### src/include/nibble_pkg.sv
// Opcodes, field codes and state codes of the nibble controller core.
// Assumes a single 100 MHz clock with the divider stepped every cycle except a top-stage clear cycle.
package nibble_pkg;
	typedef enum logic [1:0] {
		ST_FETCH = 2'b00,
		ST_OPER = 2'b01,
		ST_OP_ROM_NIBBLE_WRITE = 2'b10,
		ST_HALT = 2'b11
	} state_t;
	// One-byte opcodes.
	localparam logic [7:0] OP_HALT = 8'h00;
	localparam logic [7:0] OP_OP_ROM_NIBBLE_WRITE = 8'h02;
	localparam logic [7:0] OP_CSP = 8'h04;
	localparam logic [7:0] OP_CST = 8'h05;
	localparam logic [7:0] OP_RCS = 8'h06;
	localparam logic [7:0] OP_SCS = 8'h07;
	localparam logic [7:0] OP_JMPI = 8'h10;
	localparam logic [7:0] OP_PAGE = 8'h11;
	localparam logic [7:0] OP_RTS = 8'h13;
	localparam logic [7:0] OP_IN = 8'h17;
	localparam logic [7:0] OP_OP_SET_PTR_LOW = 8'h1C;
	localparam logic [7:0] OP_SDPH = 8'h1D;
	localparam logic [7:0] OP_XDPL = 8'h1E;
	localparam logic [7:0] OP_XDPH = 8'h1F;
	localparam logic [7:0] OP_IDPL = 8'h9A;
	localparam logic [7:0] OP_DDPL = 8'h9B;
	localparam logic [7:0] OP_IDPH = 8'h9C;
	localparam logic [7:0] OP_DDPH = 8'h9D;
	localparam logic [7:0] OP_ISP = 8'h9E;
	localparam logic [7:0] OP_DSP = 8'h9F;
	localparam logic [7:0] OP_IPM = 8'hA8;
	localparam logic [7:0] OP_LDA = 8'hA9;
	localparam logic [7:0] OP_LSP = 8'hAA;
	localparam logic [7:0] OP_OP_READ_CLEAR_HALT_STATUS = 8'hAB;
	localparam logic [7:0] OP_STA = 8'hAD;
	localparam logic [7:0] OP_SSP = 8'hAE;
	localparam logic [7:0] OP_IPS = 8'hAF;
	localparam logic [7:0] OP_RCF = 8'hF0;
	localparam logic [7:0] OP_SCF = 8'hF1;
	localparam logic [7:0] OP_PDN = 8'hF?;
	localparam logic [7:0] OP_OP_RESTART_WATCHDOG = 8'hF9;
	localparam logic [7:0] OP_OP_CLEAR_DIVIDER_TOP = 8'hFB;
	localparam logic [7:0] OP_OUT = 8'hFC;
	localparam logic [7:0] OP_LDPL = 8'hFD;
	localparam logic [7:0] OP_LDPH = 8'hFE;
	// Immediate-nibble opcode groups.
	localparam logic [7:0] OP_MVI = 8'h2?;
	localparam logic [7:0] OP_LDI = 8'h3?;
	localparam logic [7:0] OP_MDPL = 8'hB?;
	localparam logic [7:0] OP_MDPH = 8'hC?;
	localparam logic [7:0] OP_SIC = 8'hD?;
	localparam logic [7:0] OP_MSP = 8'hE?;
	localparam logic [5:0] PDN_HI = 6'h3D;
	// Two-byte prefixes.
	localparam logic [4:0] PFX_JMP = 5'h01;
	localparam logic [4:0] PFX_CALL = 5'h14;
	localparam logic [4:0] PFX_ALUI = 5'h12;
	localparam logic [1:0] PFX_BR = 2'h1;
	localparam logic [7:0] OP_BANK = 8'hC8;
	localparam logic [7:0] OP_SPCX = 8'hC9;
	localparam logic [6:0] SEL_HI = 7'h10;
	// Strobe pointer value that reaches the auxiliary control/status.
	localparam logic [3:0] SP_AUX = 4'hD;
	// Divider stages 11 to 15 cleared by the divider-reset opcode.
	localparam logic [14:0] DIV_TOP_MASK = 15'h7C00;
	localparam int WDT_W = 8;
endpackage

### src/core/nibble_core.sv
// Instruction decode and execute core of a 4-bit controller.
// Assumes ROM and RAM read asynchronously from the registered addresses.
`timescale 1ns/1ns
module nibble_core (
	// Clock and reset.
	input wire logic ref_clk_i,
	input wire logic arst_n_i,
	// Program ROM.
	input wire logic [7:0] rom_data_i,
	output logic [11:0] rom_addr_o,
	// Data RAM.
	input wire logic [3:0] ram_rdata_i,
	output logic [5:0] ram_raddr_o,
	output logic [5:0] ram_waddr_o,
	output logic [3:0] ram_wdata_o,
	output logic ram_we_o,
	// Pins and status sources.
	input wire logic [3:0] s_in_i,
	input wire logic [3:0] m_in_i,
	input wire logic tenth_sec_i,
	input wire logic [3:0] scan_flag_set_i,
	input wire logic [3:0] aux_status_i,
	input wire logic [3:0] sfr_rdata_i,
	// Function register port.
	output logic sfr_we_o,
	output logic [3:0] sfr_sel_o,
	output logic [3:0] sfr_wdata_o,
	// Control state.
	output logic [3:0] aux_ctrl_o,
	output logic [1:0] pulldown_flags_o,
	output logic [3:0] halt_release_ctrl_o,
	output logic divider_overflow_release_en_o,
	output logic chrono_run_flag_o,
	output logic strobe_ptr_ctrl_bit_o,
	output logic halt_o,
	output logic op_error_o,
	output logic [14:0] divider_o,
	output logic [nibble_pkg::WDT_W-1:0] watchdog_counter_o,
	output logic [3:0] acc_o,
	output logic carry_o
);
	nibble_pkg::state_t state_ff, nxt_state;
	logic [11:0] pc_ff, nxt_pc, rom_addr_ff, nxt_rom_addr, stk0_ff, nxt_stk0, stk1_ff, nxt_stk1;
	logic [11:0] jmp_target;
	logic [7:0] opc_ff, nxt_opc;
	logic [3:0] acc_ff, nxt_acc, dpl_ff, nxt_dpl, dph_ff, nxt_dph, svl_ff, nxt_svl;
	logic [3:0] svh_ff, nxt_svh, sp_ff, nxt_sp, hcs_ff, nxt_hcs, hrc_ff, nxt_hrc;
	logic [3:0] aux_ff, nxt_aux, wdata_ff, nxt_wdata, sfrd_ff, nxt_sfrd;
	logic [3:0] s_prev_ff, m_prev_ff;
	logic [2:0] page_ff, nxt_page;
	logic [1:0] pdf_ff, nxt_pdf;
	logic [5:0] waddr_ff, nxt_waddr;
	logic cf_ff, nxt_cf, hep_ff, nxt_hep, cst_ff, nxt_cst, spc_ff, nxt_spc;
	logic we_ff, nxt_we, sfrw_ff, nxt_sfrw, err_ff, nxt_err;
	logic two_byte, br_cond, release_now, div_clr, wdt_clr;
	logic [3:0] mem_rd;
	logic halt_ff;
	logic [14:0] div_ff, nxt_div;
	logic ovf_ff, nxt_ovf;
	logic [nibble_pkg::WDT_W-1:0] wdt_ff, nxt_wdt;

	// Prefix check, branch condition and halt release sources.
	assign two_byte = (rom_data_i[7:3] == nibble_pkg::PFX_JMP)
		| (rom_data_i[7:6] == nibble_pkg::PFX_BR)
		| (rom_data_i[7:3] == nibble_pkg::PFX_CALL)
		| (rom_data_i[7:3] == nibble_pkg::PFX_ALUI)
		| (rom_data_i == nibble_pkg::OP_BANK)
		| (rom_data_i == nibble_pkg::OP_SPCX);
	assign jmp_target = {pc_ff[11], opc_ff[2:0], rom_data_i};
	assign br_cond = opc_ff[3] ? acc_ff[opc_ff[5:4]]
		: (opc_ff[5:4] == 2'h0) ? (acc_ff == 4'h0)
		: (opc_ff[5:4] == 2'h1) ? (acc_ff != 4'h0)
		: (opc_ff[5:4] == 2'h2) ? !cf_ff : cf_ff;
	assign release_now = (hrc_ff[0] & hep_ff & ovf_ff)
		| (hrc_ff[1] & |(s_in_i & ~s_prev_ff))
		| (hrc_ff[2] & |(m_in_i & ~m_prev_ff))
		| (hrc_ff[3] & tenth_sec_i);

	// A store still in flight is forwarded, so a read right after it sees the new nibble.
	assign mem_rd = (we_ff && waddr_ff == {dph_ff[1:0], dpl_ff}) ? wdata_ff : ram_rdata_i;

	// Decode and execute next values.
	always_comb
	begin
		nxt_state = state_ff;
		nxt_pc = pc_ff;
		nxt_opc = opc_ff;
		nxt_acc = acc_ff;
		nxt_cf = cf_ff;
		nxt_dpl = dpl_ff;
		nxt_dph = dph_ff;
		nxt_svl = svl_ff;
		nxt_svh = svh_ff;
		nxt_sp = sp_ff;
		nxt_hcs = hcs_ff;
		nxt_hrc = hrc_ff;
		nxt_aux = aux_ff;
		nxt_page = page_ff;
		nxt_pdf = pdf_ff;
		nxt_hep = hep_ff;
		nxt_cst = cst_ff;
		nxt_spc = spc_ff;
		nxt_stk0 = stk0_ff;
		nxt_stk1 = stk1_ff;
		nxt_we = 1'b0;
		nxt_wdata = wdata_ff;
		nxt_waddr = waddr_ff;
		nxt_sfrw = 1'b0;
		nxt_sfrd = sfrd_ff;
		nxt_err = 1'b0;
		div_clr = 1'b0;
		wdt_clr = 1'b0;
		unique case (state_ff)
			nibble_pkg::ST_FETCH:
			begin
				nxt_pc = pc_ff + 12'h001;
				if (two_byte)
				begin
					nxt_opc = rom_data_i;
					nxt_state = nibble_pkg::ST_OPER;
				end
				else
				begin
					casez (rom_data_i)
						nibble_pkg::OP_HALT: nxt_state = nibble_pkg::ST_HALT;
						nibble_pkg::OP_OP_ROM_NIBBLE_WRITE: nxt_state = nibble_pkg::ST_OP_ROM_NIBBLE_WRITE;
						nibble_pkg::OP_CSP: nxt_cst = 1'b0;
						nibble_pkg::OP_CST: nxt_cst = 1'b1;
						nibble_pkg::OP_RCS: nxt_hep = 1'b0;
						nibble_pkg::OP_SCS: nxt_hep = 1'b1;
						nibble_pkg::OP_JMPI: nxt_pc = {pc_ff[11], page_ff, acc_ff, mem_rd};
						nibble_pkg::OP_PAGE: nxt_page = mem_rd[2:0];
						nibble_pkg::OP_RTS:
						begin
							nxt_pc = stk0_ff;
							nxt_stk0 = stk1_ff;
						end
						nibble_pkg::OP_IN:
						begin
							if (spc_ff)
								nxt_acc = sfr_rdata_i;
							else if (sp_ff == nibble_pkg::SP_AUX)
								nxt_acc = aux_status_i;
							else
								nxt_err = 1'b1;
						end
						nibble_pkg::OP_OP_SET_PTR_LOW: nxt_dpl = acc_ff;
						nibble_pkg::OP_SDPH: nxt_dph = acc_ff;
						nibble_pkg::OP_XDPL:
						begin
							nxt_dpl = svl_ff;
							nxt_svl = dpl_ff;
						end
						nibble_pkg::OP_XDPH:
						begin
							nxt_dph = svh_ff;
							nxt_svh = dph_ff;
						end
						nibble_pkg::OP_IDPL: nxt_dpl = dpl_ff + 4'h1;
						nibble_pkg::OP_DDPL: nxt_dpl = dpl_ff - 4'h1;
						nibble_pkg::OP_IDPH: nxt_dph = dph_ff + 4'h1;
						nibble_pkg::OP_DDPH: nxt_dph = dph_ff - 4'h1;
						nibble_pkg::OP_ISP: nxt_sp = sp_ff + 4'h1;
						nibble_pkg::OP_DSP: nxt_sp = sp_ff - 4'h1;
						nibble_pkg::OP_IPM: nxt_acc = m_in_i;
						nibble_pkg::OP_IPS: nxt_acc = s_in_i;
						nibble_pkg::OP_LDA: nxt_acc = mem_rd;
						nibble_pkg::OP_LSP: nxt_acc = sp_ff;
						nibble_pkg::OP_SSP: nxt_sp = acc_ff;
						nibble_pkg::OP_OP_READ_CLEAR_HALT_STATUS:
						begin
							nxt_acc = hcs_ff;
							nxt_hcs = 4'h0;
						end
						nibble_pkg::OP_STA:
						begin
							nxt_we = 1'b1;
							nxt_wdata = acc_ff;
						end
						nibble_pkg::OP_RCF: nxt_cf = 1'b0;
						nibble_pkg::OP_SCF: nxt_cf = 1'b1;
						nibble_pkg::OP_OP_RESTART_WATCHDOG: wdt_clr = 1'b1;
						nibble_pkg::OP_OP_CLEAR_DIVIDER_TOP: div_clr = 1'b1;
						nibble_pkg::OP_OUT:
						begin
							if (spc_ff)
							begin
								nxt_sfrw = 1'b1;
								nxt_sfrd = acc_ff;
							end
							else if (sp_ff == nibble_pkg::SP_AUX)
								nxt_aux = acc_ff;
							else
								nxt_err = 1'b1;
						end
						nibble_pkg::OP_LDPL: nxt_acc = dpl_ff;
						nibble_pkg::OP_LDPH: nxt_acc = dph_ff;
						nibble_pkg::OP_MVI:
						begin
							nxt_we = 1'b1;
							nxt_wdata = rom_data_i[3:0];
						end
						nibble_pkg::OP_LDI: nxt_acc = rom_data_i[3:0];
						nibble_pkg::OP_MDPL: nxt_dpl = rom_data_i[3:0];
						nibble_pkg::OP_MDPH: nxt_dph = rom_data_i[3:0];
						nibble_pkg::OP_SIC: nxt_hrc = rom_data_i[3:0];
						nibble_pkg::OP_MSP: nxt_sp = rom_data_i[3:0];
						default:
						begin
							if (rom_data_i[7:2] == nibble_pkg::PDN_HI)
								nxt_pdf = rom_data_i[1:0];
						end
					endcase
				end
				nxt_waddr = {dph_ff[1:0], dpl_ff};
			end
			nibble_pkg::ST_OPER:
			begin
				nxt_pc = pc_ff + 12'h001;
				nxt_state = nibble_pkg::ST_FETCH;
				if (opc_ff[7:3] == nibble_pkg::PFX_JMP)
					nxt_pc = jmp_target;
				else if (opc_ff[7:6] == nibble_pkg::PFX_BR)
				begin
					if (br_cond)
						nxt_pc = jmp_target;
				end
				else if (opc_ff[7:3] == nibble_pkg::PFX_CALL)
				begin
					nxt_stk0 = pc_ff + 12'h001;
					nxt_stk1 = stk0_ff;
					nxt_pc = jmp_target;
				end
				else if (rom_data_i[7:1] == nibble_pkg::SEL_HI)
				begin
					if (opc_ff == nibble_pkg::OP_BANK)
						nxt_pc[11] = rom_data_i[0];
					else if (opc_ff == nibble_pkg::OP_SPCX)
						nxt_spc = rom_data_i[0];
				end
			end
			nibble_pkg::ST_OP_ROM_NIBBLE_WRITE:
			begin
				nxt_state = nibble_pkg::ST_FETCH;
				if (spc_ff)
				begin
					nxt_sfrw = 1'b1;
					nxt_sfrd = rom_data_i[7:4];
				end
				else if (sp_ff == nibble_pkg::SP_AUX)
					nxt_aux = rom_data_i[7:4];
				else
					nxt_err = 1'b1;
			end
			nibble_pkg::ST_HALT:
			begin
				if (release_now)
					nxt_state = nibble_pkg::ST_FETCH;
			end
		endcase
		// Hardware scan events win over the read-and-clear.
		nxt_hcs = nxt_hcs | scan_flag_set_i;
		if (nxt_state == nibble_pkg::ST_OP_ROM_NIBBLE_WRITE)
			nxt_rom_addr = {pc_ff[11:8], acc_ff, mem_rd};
		else
			nxt_rom_addr = nxt_pc;
	end

	// Registers of the decode and execute group.
	always_ff @(posedge ref_clk_i or negedge arst_n_i)
	begin
		if (!arst_n_i)
		begin
			state_ff <= nibble_pkg::ST_FETCH;
			halt_ff <= 1'b0;
			pc_ff <= 12'h000;
			rom_addr_ff <= 12'h000;
			stk0_ff <= 12'h000;
			stk1_ff <= 12'h000;
			opc_ff <= 8'h00;
			{acc_ff, dpl_ff, dph_ff, svl_ff, svh_ff, sp_ff} <= 24'h000000;
			{hcs_ff, hrc_ff, aux_ff, wdata_ff, sfrd_ff} <= 20'h00000;
			{s_prev_ff, m_prev_ff} <= 8'h00;
			page_ff <= 3'h0;
			pdf_ff <= 2'h0;
			waddr_ff <= 6'h00;
			{cf_ff, hep_ff, cst_ff, spc_ff, we_ff, sfrw_ff, err_ff} <= 7'h00;
		end
		else
		begin
			state_ff <= nxt_state;
			halt_ff <= (nxt_state == nibble_pkg::ST_HALT);
			pc_ff <= nxt_pc;
			rom_addr_ff <= nxt_rom_addr;
			stk0_ff <= nxt_stk0;
			stk1_ff <= nxt_stk1;
			opc_ff <= nxt_opc;
			{acc_ff, dpl_ff, dph_ff, svl_ff, svh_ff, sp_ff} <=
				{nxt_acc, nxt_dpl, nxt_dph, nxt_svl, nxt_svh, nxt_sp};
			{hcs_ff, hrc_ff, aux_ff, wdata_ff, sfrd_ff} <=
				{nxt_hcs, nxt_hrc, nxt_aux, nxt_wdata, nxt_sfrd};
			{s_prev_ff, m_prev_ff} <= {s_in_i, m_in_i};
			page_ff <= nxt_page;
			pdf_ff <= nxt_pdf;
			waddr_ff <= nxt_waddr;
			{cf_ff, hep_ff, cst_ff, spc_ff, we_ff, sfrw_ff, err_ff} <=
				{nxt_cf, nxt_hep, nxt_cst, nxt_spc, nxt_we, nxt_sfrw, nxt_err};
		end
	end

	// Divider stepping, top-stage clear, overflow pulse and watchdog.
	always_comb
	begin
		nxt_div = div_ff + 15'h0001;
		nxt_ovf = &div_ff;
		if (div_clr)
		begin
			nxt_div = div_ff & ~nibble_pkg::DIV_TOP_MASK;
			nxt_ovf = 1'b0;
		end
		nxt_wdt = wdt_ff;
		if (wdt_clr)
			nxt_wdt = '0;
		else if (ovf_ff)
			nxt_wdt = wdt_ff + {{(nibble_pkg::WDT_W-1){1'b0}}, 1'b1};
	end

	// Registers of the divider group.
	always_ff @(posedge ref_clk_i or negedge arst_n_i)
	begin
		if (!arst_n_i)
		begin
			div_ff <= 15'h0000;
			ovf_ff <= 1'b0;
			wdt_ff <= '0;
		end
		else
		begin
			div_ff <= nxt_div;
			ovf_ff <= nxt_ovf;
			wdt_ff <= nxt_wdt;
		end
	end

	// Outputs straight from registers.
	assign rom_addr_o = rom_addr_ff;
	assign ram_raddr_o = {dph_ff[1:0], dpl_ff};
	assign ram_waddr_o = waddr_ff;
	assign ram_wdata_o = wdata_ff;
	assign ram_we_o = we_ff;
	assign sfr_we_o = sfrw_ff;
	assign sfr_sel_o = sp_ff;
	assign sfr_wdata_o = sfrd_ff;
	assign aux_ctrl_o = aux_ff;
	assign pulldown_flags_o = pdf_ff;
	assign halt_release_ctrl_o = hrc_ff;
	assign divider_overflow_release_en_o = hep_ff;
	assign chrono_run_flag_o = cst_ff;
	assign strobe_ptr_ctrl_bit_o = spc_ff;
	assign halt_o = halt_ff;
	assign op_error_o = err_ff;
	assign divider_o = div_ff;
	assign watchdog_counter_o = wdt_ff;
	assign acc_o = acc_ff;
	assign carry_o = cf_ff;
endmodule

### config.mk
export PLATFORM = sky130hd
export DESIGN_NAME = nibble_core
export DESIGN_NICKNAME = d
export VERILOG_FILES = /design/src/include/nibble_pkg.sv /design/src/core/nibble_core.sv
export SDC_FILE = /design/constraint.sdc
export NUM_CORES = 1
export LEC_CHECK = 0
export ABC_AREA = 1
export BUFFER_PORTS_ARGS = -buffer_cell sky130_fd_sc_hd__buf_2
export CAP_MARGIN = 10
export CORE_ASPECT_RATIO = 0.7
export CORE_MARGIN = 4
export CORE_UTILIZATION = 60
export CTS_BUF_LIST = sky130_fd_sc_hd__clkbuf_8
export CTS_CLUSTER_SIZE = 25
export DETAILED_ROUTE_END_ITERATION = 8
export GPL_TIMING_DRIVEN = 0
export PLACE_DENSITY = 0.82
export SLEW_MARGIN = 10
export SYNTH_ARGS = -nofsm -noshare
export SYNTH_HDL_FRONTEND = slang
export SYNTH_SLANG_ARGS = --single-unit
### constraint.sdc
create_clock -name ref_clk_i -period 5 [get_ports ref_clk_i]
set_clock_uncertainty 0.15 [all_clocks]
set_input_delay 1 -clock ref_clk_i [delete_from_list [all_inputs] [get_ports ref_clk_i]]
set_output_delay 1 -clock ref_clk_i [all_outputs]
set_load 0.05 [all_outputs]
Yosys cells after proc, flatten, opt, wreduce, memory -nomap -nowiden

Cells that the tools add are included.

Latch bits: 0
Register bits: 153
Memory bits (writable): 0
Logic and storage cells: 261
Memories kept: 0
Memory bits (read-only): 0

Reductions and logical operators: 44
$lt $le $gt $ge: 1
Bitwise logic cells: 24
Mux-type cells: 75
Add/subtract/negate cells: 9
Shift-type cells: 0
Multiply operators: 0
Divide/modulo/power cells: 0
Eq/ne operators: 74

Operators by type and width:

| operator                                                        | count |
|---|---|
| 8-bit == test, second input constant                            | 24 |
| 12-bit two-way mux                                              | 10 |
| 12-bit case mux with 2 select lines                             | 3 |
| 8-bit by 5-bit == test with 1-bit output, second input constant | 8 |
| 4-bit two-way mux                                               | 16 |
| 4-bit case mux with 5 select lines                              | 2 |
| 40-bit OR reduction                                             | 1 |
| 4-bit case mux with 9 select lines                              | 1 |
| 3-bit AND reduction                                             | 11 |
| 8-bit by 3-bit == test with 1-bit output, second input constant | 4 |
| 1-bit two-way mux                                               | 25 |
| 4-bit case mux with 2 select lines                              | 3 |
| 4-bit == test, second input constant                            | 5 |
| 2-bit != test, second input constant                            | 10 |
| 8-bit two-way mux                                               | 2 |
| 4-bit case mux with 4 select lines                              | 1 |
| 15-bit by 1-bit adder with 15-bit output, second input constant | 1 |
| 5-bit == test, second input constant                            | 3 |
| 15-bit two-way mux                                              | 1 |
| 15-bit AND reduction                                            | 1 |
| 7-bit AND reduction                                             | 2 |
| 2-bit nonzero test                                              | 7 |
| 12-bit by 1-bit adder with 12-bit output, second input constant | 1 |
| 4-bit by 1-bit adder with 4-bit output, second input constant   | 3 |
| 39 further kinds                                                | 82 |

Longest topological paths before layout

Depth after elaboration: 11
Gate-level depth with buffers: 16
Gate-level depth less buffers: 15

Worst setup path after synthesis

No wires, ideal clock.

Path type: input to register
Start point: input rom_data_i[3]
End point: register sp_ff[3], in the netlist sfr_sel_o[3]
Setup slack: 2.046 ns
Stages: 12
Arrival time: 2.677 ns
Cell sequence: buf_2 nand2_2 nor2_1 inv_1 nor2_1 ha_1 a21oi_1 nand2_1 xor2_1 xor2_1 a21oi_1 o21ai_0

Longest elaborated chain between the ends: 8

RTL lines:

| item                                     | line               | text |
|---|---|---|
| start, declared                          | nibble_core.sv:9   | `input wire logic [7:0] rom_data_i,` |
| 5-bit by 1-bit == test with 1-bit output | nibble_core.sv:63  | `assign two_byte = (rom_data_i[7:3] == nibble_pkg::PFX_JMP)` |
| 1-bit OR                                 | nibble_core.sv:64  | `\| (rom_data_i[7:6] == nibble_pkg::PFX_BR)` |
| 1-bit OR                                 | nibble_core.sv:65  | `\| (rom_data_i[7:3] == nibble_pkg::PFX_CALL)` |
| 1-bit OR                                 | nibble_core.sv:66  | `\| (rom_data_i[7:3] == nibble_pkg::PFX_ALUI)` |
| 1-bit OR                                 | nibble_core.sv:67  | `\| (rom_data_i == nibble_pkg::OP_BANK)` |
| 1-bit OR                                 | nibble_core.sv:68  | `\| (rom_data_i == nibble_pkg::OP_SPCX);` |
| 1-bit NOT (no source line)               | -                  |  |
| 3-bit AND reduction (no source line)     | -                  |  |
| end signal, assigned                     | nibble_core.sv:298 | `{acc_ff, dpl_ff, dph_ff, svl_ff, svh_ff, sp_ff} <=` |
| end, declared                            | nibble_core.sv:47  | `logic [3:0] svh_ff, nxt_svh, sp_ff, nxt_sp, hcs_ff, nxt_hcs, hrc_ff, nxt_hrc;` |

Several ways; a longest one is shown, not always the timed one.
A chain may end at the register's enable or synchronous reset.

Final worst setup path

Start point: input rom_data_i[5]
End point: register sp_ff[3], in the netlist sfr_sel_o[3]

Same word-level chain as after synthesis.

==> report_table.html <==
<table>
<tr><th>Metric</th><th>Value</th></tr>
<tr><th colspan="2">Yosys</th></tr>
<tr><td>Primary FF master, synth</td><td>sky130_fd_sc_hd__dfrtp_1</td></tr>
<tr><td>Share of synthesized registers carrying an async set or reset</td><td>1.00</td></tr>
<tr><td>Leading post-synthesis cells by instance count</td><td>296 x sky130_fd_sc_hd__nand2_1, 153 x sky130_fd_sc_hd__dfrtp_1, 135 x sky130_fd_sc_hd__inv_1</td></tr>
<tr><td>Synth top area share</td><td>0.447</td></tr>
<tr><td>Number of cells produced by synthesis</td><td>1110</td></tr>
<tr><td>Count of warnings emitted by yosys</td><td>0</td></tr>
<tr><td>Syn_area_per_cell</td><td>7.72 um^2</td></tr>
<tr><td>Net count after synthesis</td><td>1157</td></tr>
<tr><td>Netlist cell types</td><td>47</td></tr>
<tr><td>EDFF count, synth</td><td>0</td></tr>
<tr><td>Cell taking the most area after synthesis</td><td>sky130_fd_sc_hd__dfrtp_1</td></tr>
<tr><td>Cell area after technology mapping</td><td>0.00857 mm^2</td></tr>
<tr><td>Number of storage elements in the synthesis netlist</td><td>153</td></tr>
<tr><td>Dominant cell by count in the synthesized netlist</td><td>sky130_fd_sc_hd__nand2_1</td></tr>
<tr><td>Largest cells by area after synthesis</td><td>sky130_fd_sc_hd__dfrtp_1 45%, sky130_fd_sc_hd__nand2_1 13%, sky130_fd_sc_hd__o21ai_0 7.2%, sky130_fd_sc_hd__inv_1 5.9%, sky130_fd_sc_hd__nand3_1 4.3%</td></tr>
<tr><td>Post-synthesis sequential area ratio</td><td>0.447</td></tr>
<tr><th colspan="2">Place</th></tr>
<tr><td># placed instances</td><td>1413</td></tr>
<tr><td>IO buf count</td><td>112</td></tr>
<tr><td>Half-perimeter wire length after detailed placement</td><td>20.7 mm</td></tr>
<tr><td>Placement-stage cell area</td><td>0.00940 mm^2</td></tr>
<tr><td>Pre-CTS setup slack</td><td>1.55 ns</td></tr>
<tr><td>Weighted congestion reported at the end of routability-driven placement</td><td>1.05</td></tr>
<tr><th colspan="2">Layout</th></tr>
<tr><td>NumNets Final</td><td>1289</td></tr>
<tr><td>Sequential standard cell area</td><td>0.00383 mm^2</td></tr>
<tr><td>Combined area of the multi-input logic cells</td><td>0.00405 mm^2</td></tr>
<tr><td>Fraction of final layout cells sized beyond drive strength 1</td><td>0.170</td></tr>
<tr><td>Fill cells</td><td>1160</td></tr>
<tr><td>Final Instance Count excl. Fillers</td><td>1446</td></tr>
<tr><td>Final standard cell utilization of the core</td><td>0.703</td></tr>
<tr><td>Area delta synth-&gt;final</td><td>14.6%</td></tr>
<tr><td>Layout Cell Area excl Fill</td><td>0.00981 mm^2</td></tr>
<tr><th colspan="2">Clocking</th></tr>
<tr><td>TritonCTS clock tree</td><td>yes</td></tr>
<tr><td>H-Tree Depth</td><td>4</td></tr>
<tr><td>Hold buffers post-CTS</td><td>0</td></tr>
<tr><td>Number of setup buffers added after CTS</td><td>0</td></tr>
<tr><td>Clock network latency to the later pin of the worst-skew pair</td><td>0.47 ns</td></tr>
<tr><td>Clock root buffer master</td><td>sky130_fd_sc_hd__clkbuf_8</td></tr>
<tr><td>Number of buffers inserted during clock tree synthesis</td><td>17</td></tr>
<tr><td>Sink count of the clock tree</td><td>153</td></tr>
<tr><td>CTS resizes</td><td>0</td></tr>
<tr><td>Clock slew at the register clock pins of the worst setup and hold paths</td><td>0.09 ns</td></tr>
<tr><td>Deepest clock path buffer count</td><td>2</td></tr>
<tr><th colspan="2">Setup path</th></tr>
<tr><td>Slack of the worst reg-to-reg path</td><td>2.36 ns</td></tr>
<tr><td>R2r worst-path depth</td><td>14</td></tr>
<tr><td>Biggest cell delay along the critical path</td><td>0.40 ns</td></tr>
<tr><td>Category of the most critical setup path</td><td>in -&gt; reg</td></tr>
<tr><td>Reg-to-Reg End</td><td>rom_addr_o[6]$_DFF_PN0_</td></tr>
<tr><td>Maximum net fanout on the critical path</td><td>6</td></tr>
<tr><td>Slowest stage cell on the critical path</td><td>sky130_fd_sc_hd__nor2_1</td></tr>
<tr><td>Cell breakdown of the critical path</td><td>buf_2 -&gt; inv_2 -&gt; nand2_2 -&gt; nor2_4 -&gt; inv_1 -&gt; nor2_1 -&gt; ha_1 -&gt; a21oi_1 -&gt; nand2_1 -&gt; xor2_1 -&gt; xor2_1 -&gt; a21oi_1 -&gt; o21ai_0</td></tr>
<tr><td>Data arrival time of the critical path</td><td>3.25 ns</td></tr>
<tr><td>Reg-to-reg critical path startpoint</td><td>acc_o[0]$_DFFE_PN0P_</td></tr>
<tr><td>Kind of launch point of the worst setup path</td><td>input port</td></tr>
<tr><td>Buffers plus inverters on the worst setup path</td><td>3</td></tr>
<tr><td>Endpoint class of the critical path</td><td>register</td></tr>
<tr><td>Top cell family by delay on the critical path</td><td>simple AND/OR/NAND/NOR gates</td></tr>
<tr><td>Endpoint required time on the critical path</td><td>5.20 ns</td></tr>
<tr><th colspan="2">STA</th></tr>
<tr><td>Number of slew-limit violations in the final report</td><td>0</td></tr>
<tr><td>Final cycle utilization of the critical path</td><td>0.609</td></tr>
<tr><td>Shortest period the worst path allows</td><td>3.04 ns</td></tr>
<tr><td>Setup-failing EPs final</td><td>0</td></tr>
<tr><td>Fin Hold WS</td><td>0.300 ns</td></tr>
<tr><td>Setup_tns</td><td>0 ns</td></tr>
<tr><td>Final Hold Fails</td><td>0</td></tr>
<tr><td>Fmax</td><td>329 MHz</td></tr>
<tr><td>Transition at the pin with the smallest max-transition slack</td><td>0.743 ns</td></tr>
<tr><td>Unrepaired setup endpoints after global routing</td><td>false</td></tr>
<tr><td>Crit path setup slack, layout</td><td>1.96 ns</td></tr>
<tr><td>Tightest slew margin relative to the limit</td><td>0.505</td></tr>
<tr><th colspan="2">Pwr</th></tr>
<tr><td>Cell internal pwr</td><td>2.55 mW</td></tr>
<tr><td>Leakage Power</td><td>4.85 nW</td></tr>
<tr><td>Fraction of power consumed by sequential logic</td><td>0.373</td></tr>
<tr><td>Cell Pwr Density</td><td>506 mW/mm^2</td></tr>
<tr><td>Worst VDD drop</td><td>0.355 mV</td></tr>
<tr><td>Total power consumption of the routed design</td><td>4.96 mW</td></tr>
<tr><td>Switching part of the total</td><td>0.487</td></tr>
<tr><td>Clk network pwr share</td><td>0.201</td></tr>
<tr><td>Comb pwr share</td><td>0.426</td></tr>
<tr><td>Switching power total</td><td>2.42 mW</td></tr>
<tr><th colspan="2">Die</th></tr>
<tr><td>Die extent in x</td><td>151 um</td></tr>
<tr><td>CORE AREA</td><td>0.0140 mm^2</td></tr>
<tr><td>Number of top-level pins</td><td>116</td></tr>
<tr><td>Initial core utilization</td><td>0.613</td></tr>
<tr><td>Overall die area</td><td>0.0163 mm^2</td></tr>
<tr><td>Placement Rows</td><td>36</td></tr>
<tr><td>Height of the chip</td><td>108 um</td></tr>
<tr><th colspan="2">Detailed routing</th></tr>
<tr><td>Iter 0 DRT Violations</td><td>1182</td></tr>
<tr><td>Average wire length per cell after detail routing</td><td>18.8 um</td></tr>
<tr><td>Total met3 wirelength after detailed routing</td><td>4.08 mm</td></tr>
<tr><td>Final WL</td><td>27.2 mm</td></tr>
<tr><td>Top routing layer in use</td><td>met4</td></tr>
<tr><td>Met2 wire len</td><td>10.1 mm</td></tr>
<tr><td>Number of optimization iterations in the first detailed-route pass</td><td>8</td></tr>
<tr><td>Number of vias per cell after detailed routing</td><td>5.94</td></tr>
<tr><td>Number of vias in the routed layout</td><td>8589</td></tr>
<tr><td>Residual DRC count</td><td>0</td></tr>
<tr><td>Post-detailed-route count of antenna-violating nets</td><td>0</td></tr>
<tr><td>Detailed-routing wirelength on met1</td><td>12.5 mm</td></tr>
<tr><th colspan="2">Status</th></tr>
<tr><td>Result of the run</td><td>finished, final reports clean</td></tr>
<tr><th colspan="2">GRT</th></tr>
<tr><td>Total GRT Usage</td><td>0.346</td></tr>
<tr><td>Number of antenna violations at the first check in global routing</td><td>1</td></tr>
<tr><td>Pin count of the biggest net entering global routing</td><td>90</td></tr>
<tr><td>Aggregate global routing overflow</td><td>0</td></tr>
<tr><td>First-pass GRT wire length</td><td>42.8 mm</td></tr>
<tr><td>Vias in the first global route</td><td>7759</td></tr>
<tr><th colspan="2">Flow run</th></tr>
<tr><td>Count of maximum capacitance violations</td><td>0</td></tr>
<tr><th colspan="2">Worst hold path</th></tr>
<tr><td>Hold Crit Class</td><td>in -&gt; async</td></tr>
</table>
registers in the layout (all words and copies together) (netlist names), 6 cells and up:
register            cells
divider_o              15
opc_ff                  8
pc_ff                  12
ram_waddr_o             6
rom_addr_o             12
stk0_ff                12
stk1_ff                12
watchdog_counter_o      8
metal layers:
| metal | vias up | global-route usage |
|---|---|---|
| li1 | 3935 | - |
| met1 | 3977 | 0.562 |
| met2 | 611 | 0.428 |
| met3 | 66 | 0.126 |
| met4 | 0 | 0.0867 |
| met5 | - | 0 |
final cells by class:
class | count | share of cell area
Clock buffer | 18 | 0.0252
Antenna cell | 1 | 0.000255
Buffer | 25 | 0.0143
Tap cell | 190 | 0.0242
Sequential cell | 153 | 0.390
Clock inverter | 14 | 0.0164
Multi-Input combinational cell | 787 | 0.413
Timing Repair Buffer | 113 | 0.0609
Inverter | 145 | 0.0555
cells by family (layout without fill, tap and decap cells):
kind of cell	Yosys count	after routing	synth area share
muxes	9	9	0.0118
other	0	1	0
buffers and inverters	170	315	0.0799
xor gates and xnor gates	29	29	0.0297
adders and majority gates	12	12	0.0202
AOI/OAI and AO/OA	219	219	0.146
DFF	153	153	0.447
and+or+nand+nor	518	518	0.265
power by group through the flow:
stage	Combinational [mW]	Clock [mW]	Sequential [mW]
6_report	2.11	0.999	1.85
5_1_grt	2.27	1.06	1.89
4_1_cts	2.07	0.997	1.84
3_5_place_dp	2.06	0	1.86
3_3_place_gp	2.03	0	1.85
2_1_floorplan	0.888	0	2.39
cell usage in the layout, fill, tap and decap left out, types with 19 or more instances in the layout:
| master | instances |
|---|---|
| sky130_fd_sc_hd__nand4_1 | 20 |
| sky130_fd_sc_hd__nand2_1 | 296 |
| sky130_fd_sc_hd__a21oi_1 | 19 |
| sky130_fd_sc_hd__nand3_1 | 73 |
| sky130_fd_sc_hd__dfrtp_1 | 153 |
| sky130_fd_sc_hd__xor2_1 | 21 |
| sky130_fd_sc_hd__o21ai_0 | 123 |
| sky130_fd_sc_hd__nor2_1 | 73 |
| sky130_fd_sc_hd__inv_1 | 135 |
| sky130_fd_sc_hd__o22ai_1 | 22 |
| sky130_fd_sc_hd__buf_2 | 118 |
worst max-delay path by stage:
stage / from / end / slack (ns) / cells past startpoint
after CTS: rom_data_i[3] / dph_ff[3]$_DFFE_PN0P_ / 2.04 / 14
after floorplan: rom_data_i[3] / sfr_sel_o[3]$_DFFE_PN0P_ / 2.05 / 12
after global routing: rom_data_i[3] / dph_ff[3]$_DFFE_PN0P_ / 1.77 / 14
after global placement: arst_n_i / stk1_ff[10]$_DFFE_PN0P_ / 0.57 / 1
final: rom_data_i[5] / sfr_sel_o[3]$_DFFE_PN0P_ / 1.96 / 13
after detailed placement: rom_data_i[3] / dph_ff[3]$_DFFE_PN0P_ / 1.55 / 14
Note: power is estimated with default switching activity, not from simulation.
